`src/verilog/pdbg_pkg.sv`:
```
// Package for the debug probe slice, bits 56 to 137
`default_nettype none
package pdbg_pkg;
    // ****************************************
    // Probe bus layout
    // ****************************************
    localparam int PDBG_LO = 56;
    localparam int PDBG_HI = 137;
    localparam int PDBG_W = PDBG_HI - PDBG_LO + 1;
    localparam int PDBG_NUM_VC = 8;
    localparam int PDBG_RX_VC = 4;
    localparam int PDBG_SEL_LSB = 29;
    localparam int PDBG_SEL_MSB = 31;
    localparam int PDBG_TEST_IN_W = 32;
    // ****************************************
    // Field widths
    // ****************************************
    localparam int PDBG_LPREQ_W = 4;
    localparam int PDBG_LPACK_W = 2;
    localparam int PDBG_VCEN_W = 7;
    localparam int PDBG_PHYERR_W = 2;
    localparam int PDBG_DLLERR_W = 5;
    localparam int PDBG_TRNERR_W = 9;
    localparam int PDBG_RXEV_W = 4;
    localparam int PDBG_DESC_W = 3;
    localparam int PDBG_DATA_W = 2;
    // ****************************************
    // Probe bit positions on the debug bus
    // ****************************************
    localparam int PDBG_BIT_WAKE_SENT = 56;
    localparam int PDBG_BIT_WAKE_RESENT = 57;
    localparam int PDBG_BIT_INHIBIT = 58;
    localparam int PDBG_BIT_LPREQ = 59;
    localparam int PDBG_BIT_LPACK = 63;
    localparam int PDBG_BIT_WAKE_DROP = 65;
    localparam int PDBG_BIT_LINK_UP = 66;
    localparam int PDBG_BIT_DATALINK_ACTIVE = 67;
    localparam int PDBG_BIT_VCEN = 68;
    localparam int PDBG_BIT_VCINIT = 75;
    localparam int PDBG_BIT_PHYERR = 83;
    localparam int PDBG_BIT_DLLERR = 85;
    localparam int PDBG_BIT_TRNERR = 90;
    localparam int PDBG_BIT_RXEV = 99;
    localparam int PDBG_BIT_DESC = 131;
    localparam int PDBG_BIT_BYPASS = 134;
    localparam int PDBG_BIT_DATA = 135;
    localparam int PDBG_BIT_REORDER = 137;
    // Event positions inside each channel group
    localparam int PDBG_EV_TO = 0;
    localparam int PDBG_EV_FROM = 1;
    localparam int PDBG_EV_BUF = 2;
    localparam int PDBG_EV_CRD = 3;
    // ****************************************
    // Reset values
    // ****************************************
    localparam logic [PDBG_W-1:0] PDBG_PROBE_RST = '0;
    localparam logic [2:0] PDBG_SEL_RST = 3'h0;
    localparam logic PDBG_FLAG_RST = 1'b0;
    // ****************************************
    // Receive state encodings
    // ****************************************
    localparam logic [2:0] PDBG_DESC_IDLE = 3'h0;
    localparam logic [2:0] PDBG_DESC_FIRST = 3'h1;
    localparam logic [2:0] PDBG_DESC_WAIT = 3'h2;
    localparam logic [2:0] PDBG_DESC_THIRD = 3'h3;
    localparam logic [1:0] PDBG_DATA_IDLE = 2'h0;
    localparam logic [1:0] PDBG_DATA_FIRST = 2'h1;
    localparam logic [1:0] PDBG_DATA_NEXT = 2'h2;
    localparam logic [1:0] PDBG_DATA_LAST = 2'h3;
endpackage
`default_nettype wire

```
`src/verilog/pdbg_probe.sv`:
```
// Debug probe slice: power, link, channel, error and receive state bits
`default_nettype none
module pdbg_probe
    import pdbg_pkg::*;
(
    input wire logic sys_clk,
    input wire logic rst_n,
    input wire logic endpoint_mode,
    input wire logic wake_msg_sent,
    input wire logic wake_msg_resent,
    input wire logic link_traffic_inhibit,
    input wire logic [PDBG_LPREQ_W-1:0] low_power_req,
    input wire logic [PDBG_LPACK_W-1:0] low_power_ack,
    input wire logic wake_msg_dropped_alias,
    input wire logic link_up,
    input wire logic datalink_active,
    input wire logic [PDBG_VCEN_W-1:0] channel_enable_vec,
    input wire logic [PDBG_NUM_VC-1:0] channel_init_done_vec,
    input wire logic [PDBG_PHYERR_W-1:0] phy_error_vec,
    input wire logic [PDBG_DLLERR_W-1:0] datalink_error_vec,
    input wire logic [PDBG_TRNERR_W-1:0] trans_error_vec,
    input wire logic [PDBG_RX_VC-1:0] to_cfg_space_event,
    input wire logic [PDBG_RX_VC-1:0] from_cfg_space_event,
    input wire logic [PDBG_RX_VC-1:0] rx_buffer_not_empty,
    input wire logic [PDBG_RX_VC-1:0] rx_credits_updated,
    input wire logic [PDBG_TEST_IN_W-1:0] debug_in,
    input wire logic [3*PDBG_NUM_VC-1:0] rx_descriptor_state,
    input wire logic [PDBG_NUM_VC-1:0] bypass_valid,
    input wire logic [2*PDBG_NUM_VC-1:0] rx_payload_state,
    input wire logic [PDBG_NUM_VC-1:0] reorder_queue_busy,
    output logic [PDBG_W-1:0] probe_out
);
    // ****************************************
    // Reset release
    // ****************************************
    logic rst_meta_reg;
    logic rst_sync_reg;
    always_ff @(posedge sys_clk or negedge rst_n)
    begin
        if (!rst_n)
        begin
            rst_meta_reg <= 1'b0;
            rst_sync_reg <= 1'b0;
        end
        else
        begin
            rst_meta_reg <= 1'b1;
            rst_sync_reg <= rst_meta_reg;
        end
    end

    // ****************************************
    // Helpers
    // ****************************************
    // Gates an event by the operating mode
    function automatic logic mode_gate(
        input logic mode_ok,
        input logic event_in
    );
        return mode_ok & event_in;
    endfunction

    // One flag of the selected channel
    function automatic logic pick_flag(
        input logic [PDBG_NUM_VC-1:0] vec,
        input logic [2:0] sel
    );
        return vec[sel];
    endfunction

    // Three-bit state of the selected channel
    function automatic logic [PDBG_DESC_W-1:0] pick_desc(
        input logic [PDBG_DESC_W*PDBG_NUM_VC-1:0] vec,
        input logic [2:0] sel
    );
        return vec[PDBG_DESC_W*sel +: PDBG_DESC_W];
    endfunction

    // Two-bit state of the selected channel
    function automatic logic [PDBG_DATA_W-1:0] pick_data(
        input logic [PDBG_DATA_W*PDBG_NUM_VC-1:0] vec,
        input logic [2:0] sel
    );
        return vec[PDBG_DATA_W*sel +: PDBG_DATA_W];
    endfunction

    // ****************************************
    // Channel select capture
    // ****************************************
    logic [2:0] vc_sel_reg;
    always_ff @(posedge sys_clk or negedge rst_sync_reg)
    begin
        if (!rst_sync_reg)
            vc_sel_reg <= PDBG_SEL_RST;
        else
            vc_sel_reg <= debug_in[PDBG_SEL_MSB:PDBG_SEL_LSB];
    end

    // ****************************************
    // Power management flags
    // ****************************************
    logic wake_sent_reg;
    always_ff @(posedge sys_clk or negedge rst_sync_reg)
    begin
        if (!rst_sync_reg)
            wake_sent_reg <= PDBG_FLAG_RST;
        else
            wake_sent_reg <= mode_gate(endpoint_mode, wake_msg_sent);
    end

    logic wake_resent_reg;
    always_ff @(posedge sys_clk or negedge rst_sync_reg)
    begin
        if (!rst_sync_reg)
            wake_resent_reg <= PDBG_FLAG_RST;
        else
            wake_resent_reg <= mode_gate(endpoint_mode, wake_msg_resent);
    end

    logic inhibit_reg;
    always_ff @(posedge sys_clk or negedge rst_sync_reg)
    begin
        if (!rst_sync_reg)
            inhibit_reg <= PDBG_FLAG_RST;
        else
            inhibit_reg <= link_traffic_inhibit;
    end

    logic [PDBG_LPREQ_W-1:0] lp_req_reg;
    always_ff @(posedge sys_clk or negedge rst_sync_reg)
    begin
        if (!rst_sync_reg)
            lp_req_reg <= {PDBG_LPREQ_W{PDBG_FLAG_RST}};
        else
            lp_req_reg <= low_power_req;
    end

    logic [PDBG_LPACK_W-1:0] lp_ack_reg;
    always_ff @(posedge sys_clk or negedge rst_sync_reg)
    begin
        if (!rst_sync_reg)
            lp_ack_reg <= {PDBG_LPACK_W{PDBG_FLAG_RST}};
        else
            lp_ack_reg <= low_power_ack;
    end

    logic drop_reg;
    always_ff @(posedge sys_clk or negedge rst_sync_reg)
    begin
        if (!rst_sync_reg)
            drop_reg <= PDBG_FLAG_RST;
        else
            drop_reg <= mode_gate(~endpoint_mode, wake_msg_dropped_alias);
    end

    // ****************************************
    // Link and channel status
    // ****************************************
    logic link_up_reg;
    always_ff @(posedge sys_clk or negedge rst_sync_reg)
    begin
        if (!rst_sync_reg)
            link_up_reg <= PDBG_FLAG_RST;
        else
            link_up_reg <= link_up;
    end

    logic datalink_active_reg;
    always_ff @(posedge sys_clk or negedge rst_sync_reg)
    begin
        if (!rst_sync_reg)
            datalink_active_reg <= PDBG_FLAG_RST;
        else
            datalink_active_reg <= datalink_active;
    end

    logic [PDBG_VCEN_W-1:0] channel_enable_vec_reg;
    always_ff @(posedge sys_clk or negedge rst_sync_reg)
    begin
        if (!rst_sync_reg)
            channel_enable_vec_reg <= {PDBG_VCEN_W{PDBG_FLAG_RST}};
        else
            channel_enable_vec_reg <= channel_enable_vec;
    end

    logic [PDBG_NUM_VC-1:0] vc_init_reg;
    always_ff @(posedge sys_clk or negedge rst_sync_reg)
    begin
        if (!rst_sync_reg)
            vc_init_reg <= {PDBG_NUM_VC{PDBG_FLAG_RST}};
        else
            vc_init_reg <= channel_init_done_vec;
    end

    // ****************************************
    // Error vectors
    // ****************************************
    logic [PDBG_PHYERR_W-1:0] phy_err_reg;
    always_ff @(posedge sys_clk or negedge rst_sync_reg)
    begin
        if (!rst_sync_reg)
            phy_err_reg <= {PDBG_PHYERR_W{PDBG_FLAG_RST}};
        else
            phy_err_reg <= phy_error_vec;
    end

    logic [PDBG_DLLERR_W-1:0] dll_err_reg;
    always_ff @(posedge sys_clk or negedge rst_sync_reg)
    begin
        if (!rst_sync_reg)
            dll_err_reg <= {PDBG_DLLERR_W{PDBG_FLAG_RST}};
        else
            dll_err_reg <= datalink_error_vec;
    end

    logic [PDBG_TRNERR_W-1:0] trn_err_reg;
    always_ff @(posedge sys_clk or negedge rst_sync_reg)
    begin
        if (!rst_sync_reg)
            trn_err_reg <= {PDBG_TRNERR_W{PDBG_FLAG_RST}};
        else
            trn_err_reg <= trans_error_vec;
    end

    // ****************************************
    // Receive events, channels 0 to 3
    // ****************************************
    logic [PDBG_RX_VC-1:0] ev_to_reg;
    always_ff @(posedge sys_clk or negedge rst_sync_reg)
    begin
        if (!rst_sync_reg)
            ev_to_reg <= {PDBG_RX_VC{PDBG_FLAG_RST}};
        else
            ev_to_reg <= to_cfg_space_event;
    end

    logic [PDBG_RX_VC-1:0] ev_from_reg;
    always_ff @(posedge sys_clk or negedge rst_sync_reg)
    begin
        if (!rst_sync_reg)
            ev_from_reg <= {PDBG_RX_VC{PDBG_FLAG_RST}};
        else
            ev_from_reg <= from_cfg_space_event;
    end

    logic [PDBG_RX_VC-1:0] ev_buf_reg;
    always_ff @(posedge sys_clk or negedge rst_sync_reg)
    begin
        if (!rst_sync_reg)
            ev_buf_reg <= {PDBG_RX_VC{PDBG_FLAG_RST}};
        else
            ev_buf_reg <= rx_buffer_not_empty;
    end

    logic [PDBG_RX_VC-1:0] ev_crd_reg;
    always_ff @(posedge sys_clk or negedge rst_sync_reg)
    begin
        if (!rst_sync_reg)
            ev_crd_reg <= {PDBG_RX_VC{PDBG_FLAG_RST}};
        else
            ev_crd_reg <= rx_credits_updated;
    end

    // ****************************************
    // Selected channel receive state
    // ****************************************
    logic [PDBG_DESC_W-1:0] desc_reg;
    always_ff @(posedge sys_clk or negedge rst_sync_reg)
    begin
        if (!rst_sync_reg)
            desc_reg <= PDBG_DESC_IDLE;
        else
            desc_reg <= pick_desc(rx_descriptor_state, vc_sel_reg);
    end

    logic bypass_reg;
    always_ff @(posedge sys_clk or negedge rst_sync_reg)
    begin
        if (!rst_sync_reg)
            bypass_reg <= PDBG_FLAG_RST;
        else
            bypass_reg <= pick_flag(bypass_valid, vc_sel_reg);
    end

    logic [PDBG_DATA_W-1:0] data_reg;
    always_ff @(posedge sys_clk or negedge rst_sync_reg)
    begin
        if (!rst_sync_reg)
            data_reg <= PDBG_DATA_IDLE;
        else
            data_reg <= pick_data(rx_payload_state, vc_sel_reg);
    end

    logic reorder_reg;
    always_ff @(posedge sys_clk or negedge rst_sync_reg)
    begin
        if (!rst_sync_reg)
            reorder_reg <= PDBG_FLAG_RST;
        else
            reorder_reg <= pick_flag(reorder_queue_busy, vc_sel_reg);
    end

    // ****************************************
    // Probe assembly, wiring only
    // ****************************************
    always_comb
    begin
        probe_out = PDBG_PROBE_RST;
        probe_out[PDBG_BIT_WAKE_SENT-PDBG_LO] = wake_sent_reg;
        probe_out[PDBG_BIT_WAKE_RESENT-PDBG_LO] = wake_resent_reg;
        probe_out[PDBG_BIT_INHIBIT-PDBG_LO] = inhibit_reg;
        probe_out[PDBG_BIT_LPREQ-PDBG_LO +: PDBG_LPREQ_W] = lp_req_reg;
        probe_out[PDBG_BIT_LPACK-PDBG_LO +: PDBG_LPACK_W] = lp_ack_reg;
        probe_out[PDBG_BIT_WAKE_DROP-PDBG_LO] = drop_reg;
        probe_out[PDBG_BIT_LINK_UP-PDBG_LO] = link_up_reg;
        probe_out[PDBG_BIT_DATALINK_ACTIVE-PDBG_LO] = datalink_active_reg;
        probe_out[PDBG_BIT_VCEN-PDBG_LO +: PDBG_VCEN_W] = channel_enable_vec_reg;
        probe_out[PDBG_BIT_VCINIT-PDBG_LO +: PDBG_NUM_VC] = vc_init_reg;
        probe_out[PDBG_BIT_PHYERR-PDBG_LO +: PDBG_PHYERR_W] = phy_err_reg;
        probe_out[PDBG_BIT_DLLERR-PDBG_LO +: PDBG_DLLERR_W] = dll_err_reg;
        probe_out[PDBG_BIT_TRNERR-PDBG_LO +: PDBG_TRNERR_W] = trn_err_reg;
        probe_out[PDBG_BIT_DESC-PDBG_LO +: PDBG_DESC_W] = desc_reg;
        probe_out[PDBG_BIT_BYPASS-PDBG_LO] = bypass_reg;
        probe_out[PDBG_BIT_DATA-PDBG_LO +: PDBG_DATA_W] = data_reg;
        probe_out[PDBG_BIT_REORDER-PDBG_LO] = reorder_reg;
        for (int v = 0; v < PDBG_RX_VC; v++)
        begin
            probe_out[PDBG_BIT_RXEV-PDBG_LO+PDBG_RXEV_W*v+PDBG_EV_TO] = ev_to_reg[v];
            probe_out[PDBG_BIT_RXEV-PDBG_LO+PDBG_RXEV_W*v+PDBG_EV_FROM] = ev_from_reg[v];
            probe_out[PDBG_BIT_RXEV-PDBG_LO+PDBG_RXEV_W*v+PDBG_EV_BUF] = ev_buf_reg[v];
            probe_out[PDBG_BIT_RXEV-PDBG_LO+PDBG_RXEV_W*v+PDBG_EV_CRD] = ev_crd_reg[v];
        end
    end
endmodule // pdbg_probe
`default_nettype wire

```
`config.mk`:
```
export PLATFORM = sky130hd
export DESIGN_NAME = pdbg_probe
export DESIGN_NICKNAME = d
export VERILOG_FILES = /design/src/verilog/pdbg_pkg.sv /design/src/verilog/pdbg_probe.sv
export SDC_FILE = /design/constraint.sdc
export NUM_CORES = 1
export LEC_CHECK = 0
export ABC_AREA = 1
export BUFFER_PORTS_ARGS = -buffer_cell sky130_fd_sc_hd__buf_2
export CAP_MARGIN = 15
export CORE_MARGIN = 8
export CORE_UTILIZATION = 42
export CTS_CLUSTER_DIAMETER = 100
export CTS_CLUSTER_SIZE = 28
export DETAILED_ROUTE_END_ITERATION = 16
export PLACE_DENSITY = 0.92
export SETUP_SLACK_MARGIN = 0.2
export SYNTH_ARGS = -nofsm -noshare
export SYNTH_HDL_FRONTEND = slang
export SYNTH_SLANG_ARGS = --single-unit
```
`constraint.sdc`:
```
create_clock -name sys_clk -period 4.25 [get_ports sys_clk]
set_input_delay 0 -clock sys_clk [delete_from_list [all_inputs] [get_ports sys_clk]]
set_output_delay 0 -clock sys_clk [all_outputs]
set_load 0.02 [all_outputs]
```
Yosys cells after proc, flatten, opt, wreduce, memory -nomap -nowiden. Cells that the tools add are included.

Register bits after elaboration: 71. Logic and storage cells: 36. Bits in read-only memories: 0. Output and inout port bits: 82. Memories: 0. RAM bits: 0. Bits of input ports: 150. Bits in latches: 0.

Eq/ne operators: 0. Mux-type cells: 4. Add/subtract/negate cells: 0. Multiply operators: 1. Div/mod/pow operators: 0. $lt $le $gt $ge: 1. Reduce and logical (&&, ||, !) cells: 0. Shifts and indexed selects: 2. Bitwise operators: 4.

Operator list (number): indexed part select 24 x 6 -> 3 bit (1); indexed part select 16 x 5 -> 2 bit (1); binary-select mux 1 bit (select 3 bit) (2); multiplier 2 x 3 -> 5 bit, first input constant (1); less-than comparator 3 x 4 -> 1 bit, second input constant (1); bitwise AND 1 bit (3); two-way mux 1 bit (2); NOT 1 bit (1).

Depth between registers and ports, before layout.
Depth in word-level cells: 2. Depth in mapped cells: 7. Mapped depth without buffers: 6.

Worst setup path after synthesis. Ideal clock, no wire load.

Path kind: register to register. From: reg vc_sel_reg[0]. To: reg desc_reg[1]. Buffers on the path: 1. Data arrival time: 0.872 ns. Cell stages (with the launch flop): 8. Library setup time: 0.117 ns. Setup slack: 3.261 ns. Required time: 4.133 ns. Period minus slack after synthesis: 0.989 ns. Path through: dfrtp_1 inv_2 buf_6 nand2_1 nand3_2 nand2_1 nand2_1 nand2_1.

Longest elaborated chain between the ends: 2.

RTL lines: start, declared (line pdbg_probe.sv:90) `logic [2:0] vc_sel_reg;`; start signal, assigned (line pdbg_probe.sv:96) `vc_sel_reg <= debug_in[PDBG_SEL_MSB:PDBG_SEL_LSB];`; multiplier 2 x 3 -> 5 bit (line pdbg_probe.sv:76) `return vec[PDBG_DESC_W*sel +: PDBG_DESC_W];`; indexed part select 24 x 6 -> 3 bit (line pdbg_probe.sv:76); end signal, assigned (line pdbg_probe.sv:273) `desc_reg <= pick_desc(rx_descriptor_state, vc_sel_reg);`; end, declared (line pdbg_probe.sv:267) `logic [PDBG_DESC_W-1:0] desc_reg;`.

No other way between the ends.

Final worst setup path.
From: reg vc_sel_reg[0]. To: reg desc_reg[0].

The elaborated chain is that of the path after synthesis.

==> flow_summary.yaml <==
synthesis:
  netlist_area_um2: 2820
  synth_sequential_area_ratio: 0.630
  synth-seq-cells: 71
  synth_top_cells_by_area: "dfrtp_1, nand2_1, inv_1, buf_4, nand3_1"
  avgSynthCellArea_um2: 9.76
  yosysUniqueCellTypes: 13
  ys.warnings.count: 0
  synthDominantCellAreaShare: 0.630
  synth_cells: 289
  yosysTopAreaCell: "dfrtp_1"
timing:
  tightest_slew_margin_relative_to_the_limit: 0.316
  timing_worst_slew_pin_value_ns: 1.03
  slew_violations: 0
  finalWorstPathRequiredPeriod_ns: 2.04
  hold_viol: 0
  holdWs_ns: 0.0717
  timing.fmax_ghz: 0.491
  clock_skew_ns: 0.0111
  finalSetupViolCount: 0
  rsz0062_at_grt: "no"
  totalNegativeSetupSlack_ns: 0
  final.period_utilization: 0.479
setup_path:
  arrival_time_at_the_worst_endpoint_ns: 2.30
  crit_path_end_kind: "register"
  ff2ff_path_depth: 6
  crit_fanout: 29
  critPathLaunchType: "register"
  worstSetupPathType: "reg -> reg"
  timing.critical_path.required_ns: 4.52
detailed_routing:
  maxUsedRoutingLayer: "met4"
  ant_nets: 0
  met2_wirelength_mm: 5.83
  drt_iter0_drc: 152
  drc: 0
  met3RoutedLength_um: 752
  detail_route.wirelength_mm: 10.3
  viasPerCell: 4.38
  detail_route.wirelength.met1_mm: 3.37
  wl_per_cell_um: 16.6
  num_vias: 2715
  drt_first_pass_iters: 5
power:
  power_leakage_nw: 2.66
  vdd_ir_drop_max_uv: 315
  power_density_nw_per_um2: 360
floorplanning:
  initial_core_utilization: 0.424
  top_level_ports: 232
  floorplan.core_area_um2: 6640
  floorplan.rows: 30
  die_area_um2: 9590
  die_width_um: 97.9
  die_height_um: 97.9
clock_network:
  clkLatencyLatePin_ns: 0.33
  clk_transition_reported_paths_ns: 0.08
  cts.repair_timing.setup_buffer_count: 0
  cts_buffer_depth: 2
  cts_htree_levels: 3
  clkSinkCount: 71
  clock_tree.root_cell: "clkbuf_8"
  cts_tree: "built"
  total_cts_buffers: 9
min_path:
  worst_hold_path.num_cells: 7
  timing.hold.worst.class: "in -> reg"
finish:
  drive_above_1_share: 0.393
  antenna_cells: 0
  largest_register_ffs: 9
  mostFrequentLayoutCell: "buf_2"
  most-common-layout-cells: "buf_2, nand2_1, dfrtp_1"
  nNetsFinal: 685
  areaGrowthSynthToFinish_pct: 59.9
  final_cell_area_um2: 4510
placed_design:
  placed_area_um2: 3630
  detailed_place_hpwl_mm: 6.60
  numPortBuffers: 186
  globalplace.congestion: 0.737
run_status:
  run_status: "finished, final reports clean"
global_routing:
  grt.overflow.total: 0
  first_global_vias: 3016
  grt_max_degree: 61
  grt_pass1_wl_mm: 15.8
  global_route.usage.total: 0.215
  grt_antenna_before_repair: 0
job:
  cap_viol_max_count: 0
==> stage by stage <==
| step | instances | total power (W) | setup WS [ns] | utilization |
|---|---|---|---|---|
| after floorplan | 304 | 0.000888 | 2.13 | - |
| after global placement | 539 | 0.000964 | 2.37 | 0.546 |
| after detailed placement | 539 | 0.000972 | 2.27 | 0.546 |
| after CTS | 620 | 0.00162 | 2.26 | 0.679 |
| after global routing | 620 | 0.00170 | 2.01 | 0.679 |
| final | 620 | 0.00162 | 2.21 | 0.679 |
==> worst paths after layout <==
kind,from,end,slack [ns]
setup / recovery,vc_sel_reg[0]$_DFF_PN0_,desc_reg[0]$_DFF_PN0_,2.21
hold / removal,rx_descriptor_state[2],desc_reg[2]$_DFF_PN0_,0.07
setup reg to reg,vc_sel_reg[0]$_DFF_PN0_,desc_reg[0]$_DFF_PN0_,2.21
hold reg to reg,rst_sync_reg$_DFF_PN0_,vc_init_reg[4]$_DFF_PN0_,0.11
max in group asynchronous,rst_sync_reg$_DFF_PN0_,phy_err_reg[1]$_DFF_PN0_,3.14
min in group asynchronous,rst_sync_reg$_DFF_PN0_,vc_init_reg[4]$_DFF_PN0_,0.11
==> worst max-delay path, cell delays in order, from the launching register on <==
cell and delay, ns:
dfrtp_1 1.02, inv_2 0.45, nand2_1 0.16, nand3_1 0.11, nand2_1 0.10, nand2_1 0.05, nand2_1 0.07
==> metal layers <==
| metal | vias up | track usage |
|---|---|---|
| li1 | 1281 | - |
| met1 | 1286 | 0.196 |
| met2 | 126 | 0.415 |
| met3 | 22 | 0.0789 |
| met4 | 0 | 0.0911 |
| met5 | - | 0 |
==> synth_stat cells <==
cell and number:
buf_6 4, buf_8 1, conb_1 2, inv_1 60, buf_12 2, nand2_2 3
dfrtp_1 71, nor2_1 1, nand3_2 3, nand2_1 90, inv_2 2, buf_4 25
nand3_1 25
==> kinds of logic after synthesis <==
family	Yosys count	synth area share
buffers and inverters	94	0.185
DFF	71	0.630
and+or+nand+nor	122	0.183
other	2	0.00266
==> area by class of cell <==
type                            count  area (µm²)
Clock buffer                       10         138
Clock inverter                      6        92.6
Fill cell                         496        2130
Inverter                           62         233
Multi-Input combinational cell    139         579
Sequential cell                    71        1780
Tap cell                           80         100
Timing Repair Buffer              252        1590
==> power by group <==
part | switching, W | internal (W) | leakage, nW | total [W]
sequential | 0.0000222 | 0.000713 | 0.833 | 0.000735
clock | 0.000261 | 0.000350 | 0.109 | 0.000611
combinational | 0.000154 | 0.000124 | 1.72 | 0.000278
==> timing repair <==
action	in CTS	in global routing
gates resized for setup	0	0
hold endpoints to repair	64	0
hold buffers	65	0
No activity file was read; power rests on OpenSTA's default activity.
